File: src/gpf_defs.svh
// gpf_defs.svh: constants of the general-purpose flag port
// assumes: included by bare name from the port's design files
//
// Summary of operation
// - sixteen bidirectional pins, one bit each in every control and status word
// - direction word picks input or driven output per pin
// - modify writes touch only pins whose written bit is one
// - set write drives chosen flag values high
// - clear write drives chosen flag values low
// - toggle write inverts chosen flag values
// - four flag controls; the value write loads every flag at once
// - status read returns present sense of every pin
// - mask set write enables chosen pin interrupts only
// - mask clear write disables chosen pin interrupts only
// - enabled input pins request interrupt on their sensitivity condition
// - enabled output pins request interrupt when software changes their flag
// - sensitivity word picks level or edge per pin
// - edge select picks rising only or both edges per pin
// - seven pins become serial selects out, one the serial slave select in
`ifndef GPF_DEFS_SVH
`define GPF_DEFS_SVH

`define GPF_NPINS 16
`define GPF_RST_DIR 16'h0000
`define GPF_RST_FLAG 16'h0000
`define GPF_RST_MASK 16'h0000
`define GPF_RST_SENS 16'h0000
`define GPF_RST_EDGE 16'h0000
`define GPF_SEL_N 7
`define GPF_SEL_LSB 1
`define GPF_SS_PIN 0

`endif

File: src/gpf_pkg.sv
// gpf_pkg: types of the general-purpose flag port
// assumes: nothing; referenced as gpf_pkg::name
package gpf_pkg;

  typedef enum logic [3:0] {
    GPF_OP_NONE,
    GPF_OP_SET,
    GPF_OP_CLR,
    GPF_OP_TOG,
    GPF_OP_VAL,
    GPF_OP_DIR,
    GPF_OP_MSET,
    GPF_OP_MCLR,
    GPF_OP_SENS,
    GPF_OP_EDGE
  } gpf_op_t;

endpackage

File: src/gpf_evt_if.sv
// gpf_evt_if: signals between the port core and its interrupt detector
// assumes: both ends run on the same clock
`timescale 1ns/1ns
interface gpf_evt_if #(
  parameter int W = 16
);
  logic [W-1:0] level;
  logic [W-1:0] dir;
  logic [W-1:0] sens;
  logic [W-1:0] both;
  logic [W-1:0] sw_evt;
  logic [W-1:0] clr;
  logic [W-1:0] pend;

  modport core (output level, output dir, output sens, output both, output sw_evt, output clr, input pend);
  modport det (input level, input dir, input sens, input both, input sw_evt, input clr, output pend);
endinterface

File: src/gpf_port.sv
// gpf_port: sixteen-pin general-purpose flag port with interrupt logic
// assumes: software writes arrive as one op per cycle with a data word;
// pin inputs are synchronous to clk_i only after the internal synchroniser
`timescale 1ns/1ns
`include "gpf_defs.svh"
module gpf_port #(
  parameter int W = `GPF_NPINS,
  parameter int SEL_N = `GPF_SEL_N,
  parameter int SEL_LSB = `GPF_SEL_LSB,
  parameter int SS_PIN = `GPF_SS_PIN
) (
  input wire logic clk_i,
  input wire logic arst_n_i,
  input wire gpf_pkg::gpf_op_t op_i,
  input wire logic [W-1:0] wdata_i,
  input wire logic [W-1:0] general_purpose_pins_i,
  output logic [W-1:0] general_purpose_pins_o,
  output logic [W-1:0] general_purpose_pins_oe_o,
  input wire logic [SEL_N-1:0] serial_device_select_outputs_en_i,
  input wire logic [SEL_N-1:0] serial_device_select_outputs_i,
  input wire logic serial_slave_select_en_i,
  output logic serial_slave_select_input_o,
  output logic [W-1:0] status_o,
  output logic [W-1:0] dir_o,
  output logic [W-1:0] flag_o,
  output logic [W-1:0] mask_o,
  output logic [W-1:0] sens_o,
  output logic [W-1:0] edge_both_o,
  output logic [W-1:0] pend_o,
  output logic irq_o
);

  // register state
  logic [W-1:0] dir_q;
  logic [W-1:0] dir_d;
  logic [W-1:0] flag_q;
  logic [W-1:0] flag_d;
  logic [W-1:0] mask_q;
  logic [W-1:0] mask_d;
  logic [W-1:0] sens_q;
  logic [W-1:0] sens_d;
  logic [W-1:0] both_q;
  logic [W-1:0] both_d;

  // write strobes, decoded once and shared by the flag, mask and interrupt paths
  logic [W-1:0] set_bits;
  logic [W-1:0] clr_bits;
  logic [W-1:0] tog_bits;
  logic [W-1:0] mset_bits;
  logic [W-1:0] mclr_bits;

  // output stage
  logic [W-1:0] pin_out_q;
  logic [W-1:0] pin_out_d;
  logic [W-1:0] pin_oe_q;
  logic [W-1:0] pin_oe_d;
  logic [W-1:0] status_q;
  logic [W-1:0] pend_q;
  logic irq_q;
  logic ss_q;

  // pin claim by the serial port
  logic [W-1:0] sel_claim;
  logic [W-1:0] sel_level;
  logic [W-1:0] pin_sync;

  gpf_evt_if #(.W(W)) ev ();

  // strobe mask: the data word when this op is selected, zero otherwise
  function automatic logic [W-1:0] op_bits(input gpf_pkg::gpf_op_t op,
                                            input gpf_pkg::gpf_op_t want,
                                            input logic [W-1:0] data);
    logic [W-1:0] r;
    r = '0;
    if (op == want) begin
      r = data;
    end
    return r;
  endfunction

  assign set_bits = op_bits(op_i, gpf_pkg::GPF_OP_SET, wdata_i);
  assign clr_bits = op_bits(op_i, gpf_pkg::GPF_OP_CLR, wdata_i);
  assign tog_bits = op_bits(op_i, gpf_pkg::GPF_OP_TOG, wdata_i);
  assign mset_bits = op_bits(op_i, gpf_pkg::GPF_OP_MSET, wdata_i);
  assign mclr_bits = op_bits(op_i, gpf_pkg::GPF_OP_MCLR, wdata_i);

  gpf_sync #(.W(W)) u_sync (
    .clk_i(clk_i),
    .arst_n_i(arst_n_i),
    .d_i(general_purpose_pins_i),
    .q_o(pin_sync)
  );

  // serial select pin map
  // pins outside the select range are never claimed
  genvar k;
  generate
    for (k = 0; k < W; k++) begin : g_claim
      if (k >= SEL_LSB && k < SEL_LSB + SEL_N) begin : g_sel
        assign sel_claim[k] = serial_device_select_outputs_en_i[k - SEL_LSB];
        assign sel_level[k] = serial_device_select_outputs_i[k - SEL_LSB];
      end else begin : g_free
        assign sel_claim[k] = 1'b0;
        assign sel_level[k] = 1'b0;
      end
    end
  endgenerate

  always_comb begin
    dir_d = dir_q;
    if (op_i == gpf_pkg::GPF_OP_DIR) begin
      dir_d = wdata_i;
    end
  end

  always_ff @(posedge clk_i or negedge arst_n_i) begin
    if (!arst_n_i) begin
      dir_q <= `GPF_RST_DIR;
    end else begin
      dir_q <= dir_d;
    end
  end

  always_comb begin
    flag_d = flag_q;
    flag_d = flag_d | set_bits;
    flag_d = flag_d & ~clr_bits;
    flag_d = flag_d ^ tog_bits;
    if (op_i == gpf_pkg::GPF_OP_VAL) begin
      flag_d = wdata_i;
    end
  end

  always_ff @(posedge clk_i or negedge arst_n_i) begin
    if (!arst_n_i) begin
      flag_q <= `GPF_RST_FLAG;
    end else begin
      flag_q <= flag_d;
    end
  end

  always_comb begin
    mask_d = mask_q | mset_bits;
    mask_d = mask_d & ~mclr_bits;
  end

  always_ff @(posedge clk_i or negedge arst_n_i) begin
    if (!arst_n_i) begin
      mask_q <= `GPF_RST_MASK;
    end else begin
      mask_q <= mask_d;
    end
  end

  always_comb begin
    sens_d = sens_q;
    if (op_i == gpf_pkg::GPF_OP_SENS) begin
      sens_d = wdata_i;
    end
  end

  always_comb begin
    both_d = both_q;
    if (op_i == gpf_pkg::GPF_OP_EDGE) begin
      both_d = wdata_i;
    end
  end

  always_ff @(posedge clk_i or negedge arst_n_i) begin
    if (!arst_n_i) begin
      sens_q <= `GPF_RST_SENS;
    end else begin
      sens_q <= sens_d;
    end
  end

  always_ff @(posedge clk_i or negedge arst_n_i) begin
    if (!arst_n_i) begin
      both_q <= `GPF_RST_EDGE;
    end else begin
      both_q <= both_d;
    end
  end

  // interrupt detector hookup
  assign ev.level = pin_sync;
  assign ev.dir = dir_q;
  assign ev.sens = sens_q;
  assign ev.both = both_q;
  // software flag change event
  // next against present flag catches every op kind, not only toggles
  assign ev.sw_evt = flag_d ^ flag_q;
  assign ev.clr = clr_bits;

  gpf_irq #(.W(W)) u_irq (
    .clk_i(clk_i),
    .arst_n_i(arst_n_i),
    .ev(ev.det)
  );

  // unmasked pending view
  // masking only at the request keeps pending visible while disabled
  always_ff @(posedge clk_i or negedge arst_n_i) begin
    if (!arst_n_i) begin
      pend_q <= '0;
    end else begin
      pend_q <= ev.pend;
    end
  end

  always_ff @(posedge clk_i or negedge arst_n_i) begin
    if (!arst_n_i) begin
      irq_q <= 1'b0;
    end else begin
      irq_q <= |(ev.pend & mask_q);
    end
  end

  // status sense
  // synchronised pin, so a driven output reads back its own level
  always_ff @(posedge clk_i or negedge arst_n_i) begin
    if (!arst_n_i) begin
      status_q <= '0;
    end else begin
      status_q <= pin_sync;
    end
  end

  // slave select input
  // idles high so a disabled select never looks asserted
  always_ff @(posedge clk_i or negedge arst_n_i) begin
    if (!arst_n_i) begin
      ss_q <= 1'b1;
    end else if (serial_slave_select_en_i) begin
      ss_q <= pin_sync[SS_PIN];
    end else begin
      ss_q <= 1'b1;
    end
  end

  // serial port overrides flags
  // registered so pins never glitch while a claim changes
  always_comb begin
    pin_out_d = (flag_d & ~sel_claim) | (sel_level & sel_claim);
  end

  // claimed pins driven, slave select pin never while its input is enabled
  always_comb begin
    pin_oe_d = dir_d | sel_claim;
    if (serial_slave_select_en_i) begin
      pin_oe_d[SS_PIN] = 1'b0;
    end
  end

  always_ff @(posedge clk_i or negedge arst_n_i) begin
    if (!arst_n_i) begin
      pin_out_q <= '0;
    end else begin
      pin_out_q <= pin_out_d;
    end
  end

  always_ff @(posedge clk_i or negedge arst_n_i) begin
    if (!arst_n_i) begin
      pin_oe_q <= '0;
    end else begin
      pin_oe_q <= pin_oe_d;
    end
  end

  assign general_purpose_pins_o = pin_out_q;
  assign general_purpose_pins_oe_o = pin_oe_q;
  assign serial_slave_select_input_o = ss_q;
  assign status_o = status_q;
  assign dir_o = dir_q;
  assign flag_o = flag_q;
  assign mask_o = mask_q;
  assign sens_o = sens_q;
  assign edge_both_o = both_q;
  assign pend_o = pend_q;
  assign irq_o = irq_q;

endmodule // gpf_port

File: src/gpf_sync.sv
// gpf_sync: two-flop synchroniser for a vector of pin inputs
// assumes: one clock, asynchronous active-low reset
`timescale 1ns/1ns
module gpf_sync #(
  parameter int W = 16
) (
  input wire logic clk_i,
  input wire logic arst_n_i,
  input wire logic [W-1:0] d_i,
  output logic [W-1:0] q_o
);
  logic [W-1:0] meta_q;
  logic [W-1:0] sync_q;

  always_ff @(posedge clk_i or negedge arst_n_i) begin
    if (!arst_n_i) begin
      meta_q <= '0;
      sync_q <= '0;
    end else begin
      meta_q <= d_i;
      sync_q <= meta_q;
    end
  end

  assign q_o = sync_q;
endmodule // gpf_sync

File: src/gpf_irq.sv
// gpf_irq: per-pin interrupt condition detection and edge latching
// assumes: level inputs already synchronised; clr is a one-cycle pulse per bit
`timescale 1ns/1ns
module gpf_irq #(
  parameter int W = 16
) (
  input wire logic clk_i,
  input wire logic arst_n_i,
  gpf_evt_if.det ev
);
  logic [W-1:0] prev_q;
  logic [W-1:0] latch_q;
  logic [W-1:0] hw_edge;
  logic [W-1:0] level_hit;

  always_ff @(posedge clk_i or negedge arst_n_i) begin
    if (!arst_n_i) begin
      prev_q <= '0;
    end else begin
      prev_q <= ev.level;
    end
  end

  genvar i;
  generate
    for (i = 0; i < W; i++) begin : g_pin
      assign hw_edge[i] = ~ev.dir[i] & ev.sens[i] &
                          (ev.both[i] ? (ev.level[i] ^ prev_q[i]) : (ev.level[i] & ~prev_q[i]));
      assign level_hit[i] = ~ev.dir[i] & ~ev.sens[i] & ev.level[i];
    end
  endgenerate

  always_ff @(posedge clk_i or negedge arst_n_i) begin
    if (!arst_n_i) begin
      latch_q <= '0;
    end else begin
      latch_q <= (latch_q & ~ev.clr) | hw_edge | (ev.dir & ev.sw_evt);
    end
  end

  assign ev.pend = latch_q | level_hit;
endmodule // gpf_irq

File: config.mk
export PLATFORM = sky130hd
export DESIGN_NAME = gpf_port
export DESIGN_NICKNAME = d
export VERILOG_FILES = /design/src/gpf_pkg.sv /design/src/gpf_evt_if.sv /design/src/gpf_port.sv /design/src/gpf_sync.sv /design/src/gpf_irq.sv
export VERILOG_INCLUDE_DIRS = /design/src /design/src/src
export SDC_FILE = /design/constraint.sdc
export NUM_CORES = 1
export LEC_CHECK = 0
export ABC_AREA = 0
export BUFFER_PORTS_ARGS = -buffer_cell sky130_fd_sc_hd__buf_2
export CAP_MARGIN = 10
export CELL_PAD_IN_SITES_DETAIL_PLACEMENT = 1
export CELL_PAD_IN_SITES_GLOBAL_PLACEMENT = 2
export CORE_UTILIZATION = 36
export CTS_CLUSTER_DIAMETER = 80
export DETAILED_ROUTE_END_ITERATION = 7
export PLACE_DENSITY = 0.93
export SKIP_LAST_GASP = 1
export SYNTH_ARGS = -nofsm -noshare
export SYNTH_HDL_FRONTEND = slang
export SYNTH_SLANG_ARGS = --single-unit
File: constraint.sdc
create_clock -name clk_i -period 4.82 [get_ports clk_i]
set_input_delay 0.241 -clock clk_i [delete_from_list [all_inputs] [get_ports clk_i]]
set_output_delay 0.241 -clock clk_i [all_outputs]
set_load 0.05 [all_outputs]
# After elaboration in Yosys (flattened, before gate mapping)
# Cells that the tools add are included.
[classes] n_reduce_logical=1 n_eq_ne=9 bitwise=163 mux=25
[ops] op="$mux 16" count=7
[ops] op="$and 16x16->16" count=6
[ops] op="$and 1x1->1" count=80
[ops] op="$or 16x16->16" count=5
[ops] op="$not 1->1" count=48
[ops] op="$not 16->16" count=2
[ops] op="$or 16x8->16" count=2
[ops] op="$xor 16x16->16" count=2
[ops] op="$mux 1" count=18
[ops] op="$eq 4x3->1 const B" count=4
[ops] op="$not 8->16" count=1
[ops] op="$reduce_or 16->1" count=1
[ops] op="$xor 1x1->1" count=16
[ops] op="$and 8x8->8" count=1
[ops] op="$eq 4x2->1 const B" count=2
[ops] op="$eq 4x4->1 const B" count=2
[ops] op="$eq 4x1->1 const B" count=1
[word_totals] in_bits=53 ff_bits=194 out_inout_bits=146

# Longest topological paths before layout
# Gate-level depths: netlist of run 1.
[logic_depth] depth_word=9 mapped_depth=7 ltp_nobuf=5

# Cells and area by module
# Synthesis of run 1 repeated with hierarchy kept, for this count alone.
[unflattened] hier_cells=693 area_unflattened_um2=8525.7
[modules_own_cells] module="gpf_port" n_inst=1 area_per_inst_um2=5863.1 seq_area_each_um2=3229.3 cells_per_inst=485
[modules_own_cells] module="gpf_irq" n_inst=1 area_per_inst_um2=1861.8 seq_area_each_um2=800.8 cells_per_inst=176
[modules_own_cells] module="gpf_sync" n_inst=1 area_per_inst_um2=800.8 seq_area_each_um2=800.8 cells_per_inst=32

# Worst setup path before layout of run 1
# Ideal clock, no wire load.
[synth_path] path_type="reg-to-reg" from="reg mask_q[12], in the netlist mask_o[12]" to="reg irq_q, in the netlist irq_o" setup_slack_ns=3.024 stages_incl_launch_ff=5 arrival_ns=1.657 n_path_buf=0 synth_period_minus_slack_ns=1.796 path_cell_list="dfrtp_1 a22o_1 a221oi_1 nand4_1 or4_1"
[synth_via] elab_chain_len=2
[synth_lines] element="start, declared" line="gpf_port.sv:38" source="logic [W-1:0] mask_q;"
[synth_lines] element="start signal, assigned" line="gpf_port.sv:149" source="mask_q <= `GPF_RST_MASK;"
[synth_lines] element="start signal, assigned" line="gpf_port.sv:151" source="mask_q <= mask_d;"
[synth_lines] element="$and 16x16->16" line="gpf_port.sv:215" source="irq_q <= |(ev.pend & mask_q);"
[synth_lines] element="$reduce_or 16->1" line="gpf_port.sv:215"
[synth_lines] element="end signal, assigned" line="gpf_port.sv:215"
[synth_lines] element="end, declared" line="gpf_port.sv:59" source="logic irq_q;"
# Every way passes these cells.
# A chain may end at the register's enable or synchronous reset.

# Final worst setup path of run 1
[layout_path] from="in op_i[0]" to="reg pin_oe_q[7], in the netlist general_purpose_pins_oe_o[7]"
[layout_via] elab_chain_len=3
[layout_lines] element="start, declared" line="gpf_port.sv:14" source="input wire gpf_pkg::gpf_op_t op_i,"
[layout_lines] element="$eq 4x3->1" line="gpf_port.sv:111" source="if (op_i == gpf_pkg::GPF_OP_DIR) begin"
[layout_lines] element="$mux 16" line="gpf_port.sv:111"
[layout_lines] element="via dir_d[7]" line="gpf_port.sv:35" source="logic [W-1:0] dir_d;"
[layout_lines] element="$or 16x8->16" line="gpf_port.sv:249" source="pin_oe_d = dir_d | sel_claim;"
[layout_lines] element="via pin_oe_d[7]" line="gpf_port.sv:56" source="logic [W-1:0] pin_oe_d;"
[layout_lines] element="end signal, assigned" line="gpf_port.sv:267" source="pin_oe_q <= pin_oe_d;"
[layout_lines] element="end, declared" line="gpf_port.sv:55" source="logic [W-1:0] pin_oe_q;"
# The timed path passes the listed nets, and every way through them passes these cells.

==> qor.txt, run 1 <==
status = finished, final reports clean
overflow left after global routing = 0
critical-path cell list = buf_2, nor4bb_4, buf_4, mux2_2, or2_2
Routed WL = 23.0 mm
DR DRC count = 0
Critical Path Max Stage Delay = 0.81 ns
Mean Syn Cell Area = 11.4 µm²
share of the synthesized area in the top cell type = 0.568
WL met2 = 11.2 mm
most frequent cells in the layout = buf_2, dfrtp_1, nand2_1
Reg clk slew, reported paths = 0.06 ns
Leak Pwr = 0.00443 µW
die height = 149 µm
H-tree Lvls = 4
syn_nets = 747
skew final = 0.00854 ns
die width = 149 µm
Hold Vio Cnt, Final = 0
Slew Viols, Final = 0
detailed-route via count = 5953
average routed wire per standard cell = 20.1 µm
Max-cap violations = 0
ANT nets after route = 0
Final Non-Filler Cells = 1145
Area Overhead vs Synth = 24.0%
most common cell after layout, fill and taps aside = buf_2
Tot GR Track Use = 0.220
WS Path Type = in2reg
RSZ-0062 raised after global routing = false
crit path time final = 2.32 ns
DR WL met3 = 1.20 mm
total power draw = 5110 µW
vias in the first global route = 6297
DRT iter0 DRCs = 296
Post-synth EDFFs = 0
Placed Cells = 1098
Worst Path Buf+Inv = 2
row cnt = 53
Seq/Total Area, Yosys = 0.572
Util after Layout = 0.456
power density over the cells = 532 nW/µm²
largest net degree at the start of global routing = 76
PostCTS Resize Cnt = 0
drt first pass iters = 4
post-synthesis async set-or-reset flop share = 1.00
Placer Congestion = 0.814
ANT cells = 0
Fill cells = 2340
fmax = 0.432 GHz
CTS sink count = 177
Root Buffer = clkbuf_16
initial antenna violation count = 0
post-synth top area cell = dfrtp_1
Inserted Clock Buffers = 17
CTS tree = built
min-delay worst type = in2reg
WP data required = 5.13 ns
Worst IR Drop VDD = 0.262 mV
latest clock arrival within the worst-skew pair = 0.43 ns
Startpoint Class = primary input
Critical path origin = op_i[0]
Cells after Synth = 678
M1 WL = 10.4 mm
Initial Util = 0.368
I/O Buffers = 198
pre-CTS setup slack = 2.05 ns
Die ar. = 22100 µm²
reg2reg start = mask_o[13]
highest routed metal layer = met4
layout cell share with drive strength beyond 1 = 0.344
critical path fanouts, max = 39
endpoints failing setup = 0
routed vias/inst = 5.20
core area = 21100 µm²
ys flop type = dfrtp_1
first-pass GRT wire length = 36.5 mm
Critical Path AT = 2.62 ns
Synth warnings = 0
Yosys reg bits = 177
register area = 4430 µm²
measured slew at the worst slew-check pin = 0.788 ns
CTS Buffer Depth = 2
Area contributors post-synth = dfrtp_1, mux2_2, nand2_1, o211ai_1, ha_1
critical path's slowest cell = nor4bb_4
area of the mapped netlist = 7750 µm²
Ports = 199
distinct cell type count after synthesis = 39
fin crit share = 0.481
area of the multi-input gates = 2910 µm²
Worst path top cell family by delay = simple AND/OR/NAND/NOR gates
Slew HR = 0.474
CP endpoint kind = flip-flop
worst setup margin = 2.50 ns
hold wc startpoint = serial_device_select_outputs_en_i[1]
Fin Setup TNS = 0 ns
# nets final = 930
hpwl dp = 16.2 mm
==> synthesized netlist by cell type (7+ instances only) <==
master / instances
dfrtp_1: 176
nand2_1: 98
mux2_2: 55
inv_1: 32
o211ai_1: 32
clkbuf_1: 30
a21oi_1: 25
nand3_1: 20
buf_4: 19
a21o_1: 16
ha_1: 16
mux2i_1: 16
nor2_1: 16
o22ai_1: 16
o32ai_1: 16
xnor2_1: 16
o21ai_0: 14
nor4bb_1: 11
a31oi_1: 9
buf_2: 9
or2_2: 7
==> final cells by class <==
| class | instances | area share |
|---|---|---|
| tap | 275 | 0.0358 |
| multi-input combinational | 409 | 0.303 |
| clock buffer | 22 | 0.0483 |
| timing repair buffer | 223 | 0.130 |
| clock inverter | 6 | 0.00886 |
| sequential | 177 | 0.461 |
| inverter | 33 | 0.0129 |
==> stage by stage <==
stage	cell area, µm²	hold WS (ns)
floorplan	7750	-0.0546
global placement	8850	0.303
detailed placement	8850	0.307
CTS	9580	0.0137
global route	9610	0.0235
finish	9610	0.0243
==> worst paths after layout <==
check,endpoint,slack [ns],depth (start not counted)
setup / recovery,general_purpose_pins_oe_o[7],2.50,5
min in group asynchronous,u_sync.q_o[9],0.40,2
max in group asynchronous,u_irq.prev_q[2],3.23,3
hold / removal,general_purpose_pins_oe_o[2],0.02,2
hold reg to reg,u_sync.q_o[13],0.35,0
setup reg to reg,irq_o,2.79,4
==> where the power goes <==
group,internal [µW],leakage (µW),switching [µW]
registers,1740,0.00201,306
logic,464,0.00216,1260
clock network,778,0.000264,559
total,2980,0.00443,2130
==> state kept, by name, indices dropped and copies added (netlist names) <==
| signal | count |
|---|---|
| u_irq.prev_q | 16 |
| pend_o | 16 |
| dir_o | 16 |
| u_sync.q_o | 16 |
| u_sync.meta_q | 16 |
| mask_o | 16 |
| general_purpose_pins_oe_o | 8 |
| general_purpose_pins_o | 15 |
| edge_both_o | 16 |
| serial_slave_select_input_o | 1 |
| u_irq.latch_q | 16 |
| flag_o | 8 |
| sens_o | 16 |
| irq_o | 1 |
==> routing by layer <==
layer | GRT usage | vias up
met2 | 0.361 | 168
met3 | 0.0371 | 17
met5 | 0 | -
li1 | - | 2740
met4 | 0.0593 | 0
met1 | 0.300 | 3028
==> kinds of logic (layout without fill, tap and decap cells) <==
logic type | count (synthesis) | count (layout) | share of synthesized area
fa+ha+maj | 16 | 16 | 0.0258
flops | 177 | 177 | 0.572
xor+xnor | 16 | 16 | 0.0181
mux | 71 | 71 | 0.101
simple gates | 166 | 166 | 0.105
buf+inv | 92 | 284 | 0.0562
compound gates | 140 | 140 | 0.122
==> what timing repair did <==
action	CTS	global route
setup buffers	0	0
setup endpoints to repair	0	0
hold buffers	18	0
endpoints found under the hold margin	90	0
(Power assumes the default switching activity.)
==> run 2, diff against run 1 <==
--- a/config.mk
+++ b/config.mk
@@ -11,10 +11,10 @@
 export CAP_MARGIN = 10
 export CELL_PAD_IN_SITES_DETAIL_PLACEMENT = 1
 export CELL_PAD_IN_SITES_GLOBAL_PLACEMENT = 2
-export CORE_UTILIZATION = 36
+export CORE_UTILIZATION = 30
 export CTS_CLUSTER_DIAMETER = 80
 export DETAILED_ROUTE_END_ITERATION = 7
-export PLACE_DENSITY = 0.93
+export PLACE_DENSITY = 0.84
 export SKIP_LAST_GASP = 1
 export SYNTH_ARGS = -nofsm -noshare
 export SYNTH_HDL_FRONTEND = slang
==> constraint.sdc (replaced) <==
create_clock -name clk_i -period 2.05 [get_ports clk_i]
set_input_delay 0.1025 -clock clk_i [delete_from_list [all_inputs] [get_ports clk_i]]
set_output_delay 0.1025 -clock clk_i [all_outputs]
set_load 0.05 [all_outputs]
==> run 2 against run 1 <==
Power up 140%. Via count up 2.7%. Clock power up 140%. Highest routed layer is now met5. Worst setup slack worse by 2.3 ns.
==> qor.txt, run 2 (synthesis results as in run 1) <==
area of the multi-input gates = 2910 µm²
latest clock arrival within the worst-skew pair = 0.42 ns
drt first pass iters = 5
CTS sink count = 177
Max-cap violations = 0
H-tree Lvls = 4
min-delay worst type = in2reg
WS Path Type = reg2reg
core area = 25300 µm²
skew final = 0.00784 ns
Worst IR Drop VDD = 0.468 mV
Initial Util = 0.307
register area = 4430 µm²
worst setup margin = 0.203 ns
layout cell share with drive strength beyond 1 = 0.360
first-pass GRT wire length = 37.6 mm
power density over the cells = 1210 nW/µm²
hpwl dp = 17.5 mm
most frequent cells in the layout = buf_2, dfrtp_1, nand2_1
net switching power = 5130 µW
PostCTS Resize Cnt = 0
Tot GR Track Use = 0.189
Hold Crit Endpoint = mask_o[10]
Seq pwr share = 0.392
Fill cells = 2831
# nets final = 968
Min-Delay Path Depth = 3
measured slew at the worst slew-check pin = 0.820 ns
vias in the first global route = 6386
CTS tree = built
CTS Buffer Depth = 2
detailed-route via count = 6113
routed vias/inst = 4.92
I/O Buffers = 198
Worst R2R End = irq_o
Critical Path AT = 2.14 ns
Reg clk slew, reported paths = 0.07 ns
hold wc startpoint = wdata_i[10]
overflow left after global routing = 0
ANT nets after route = 0
CP endpoint kind = flip-flop
most common cell after layout, fill and taps aside = buf_2
fin crit share = 0.901
Root Buffer = clkbuf_16
Util after Layout = 0.398
Area Overhead vs Synth = 29.6%
Routed WL = 24.1 mm
Placed Cells = 1178
initial antenna violation count = 3
average routed wire per standard cell = 19.4 µm
critical path fanouts, max = 4
R2R depth = 4
WP data required = 2.34 ns
crit path time final = 1.85 ns
Fin Setup TNS = 0 ns
Post-CTS Setup Bufs = 0
Slew Viols, Final = 0
Die ar. = 26500 µm²
Hold Vio Cnt, Final = 0
Startpoint Class = flip-flop
largest net degree at the start of global routing = 47
Pint = 7020 µW
die width = 163 µm
DRT iter0 DRCs = 311
fmax = 0.541 GHz
R2R Setup Slk = 0.20 ns
row cnt = 58
Placer Congestion = 0.783
switching share of power = 0.422
reg2reg start = mask_o[12]
Hold-fix buffers, CTS = 32
Ports = 199
Clk network pwr share = 0.262
Slew HR = 0.446
DR DRC count = 0
status = finished, final reports clean
Leak Pwr = 0.00462 µW
Comb pwr share = 0.347
pre-CTS setup slack = 0.202 ns
die height = 163 µm
Inserted Clock Buffers = 17
endpoints failing setup = 0
RSZ-0062 raised after global routing = false
Final Non-Filler Cells = 1243
[run 2: changes by cell type in the layout (fill, tap and decap cells not counted)]
cell / before / now
buf_4: 6 / 27
dlygate4sd3_1: 18 / 32
buf_12: 0 / 4
inv_6: 0 / 3
clkinvlp_4: 2 / 4
buf_16: 1 / 0
bufinv_16: 2 / 1
clkbuf_1: 3 / 2
clkinv_4: 0 / 1
diode_2: 0 / 1
[run 2: routing by layer]
| metal | up-vias | share of wire | GRT usage |
|---|---|---|---|
| met2 | 154 | 0.49 | 0.310 |
| li1 | 2823 | - | - |
| met1 | 3110 | 0.46 | 0.253 |
| met3 | 22 | 0.048 | 0.0428 |
| met4 | 4 | 0.0087 | 0.0442 |
| met5 | - | 0.00075 | 0 |
[run 2: through the flow]
step	hold WS [ns]	cell area, µm²	total power (µW)
global route	0.0537	10000	12700
finish	0.0435	10000	12100
global placement	0.0950	9160	8930
floorplan	-0.193	7750	7790
CTS	0.0265	10000	12300
detailed placement	0.0930	9160	9020
[run 2: critical path: stages, from the launching register on]
cell and delay (ns):
dfrtp_1 0.44, a22o_1 0.30, a221oi_1 0.28, nand4_1 0.13
or4_1 0.56
[run 2: worst max-delay path by stage]
stage	from	end	slack, ns	cells past startpoint
2_1_floorplan	mask_o[12]	irq_o	0.25	4
3_3_place_gp	mask_o[12]	irq_o	0.23	4
3_5_place_dp	mask_o[12]	irq_o	0.20	4
4_1_cts	mask_o[12]	irq_o	0.19	4
5_1_grt	mask_o[12]	irq_o	0.14	4
6_report	mask_o[12]	irq_o	0.20	4
[run 2: cell type report]
cell class | instances | area share
well taps | 330 | 0.0411
repair buffers | 261 | 0.160
multi-input cells | 409 | 0.289
flip-flops and latches | 177 | 0.441
inverters | 33 | 0.0123
clock buffers | 21 | 0.0458
diodes | 1 | 0.000249
clock inverters | 11 | 0.0105
[run 2: power groups by stage]
stage | combinational (µW) | sequential (µW) | clock, µW
2_1_floorplan | 1410 | 6380 | 0
3_3_place_gp | 4130 | 4800 | 0
3_5_place_dp | 4200 | 4830 | 0
4_1_cts | 4260 | 4760 | 3260
5_1_grt | 4470 | 4860 | 3380
6_report | 4210 | 4760 | 3180
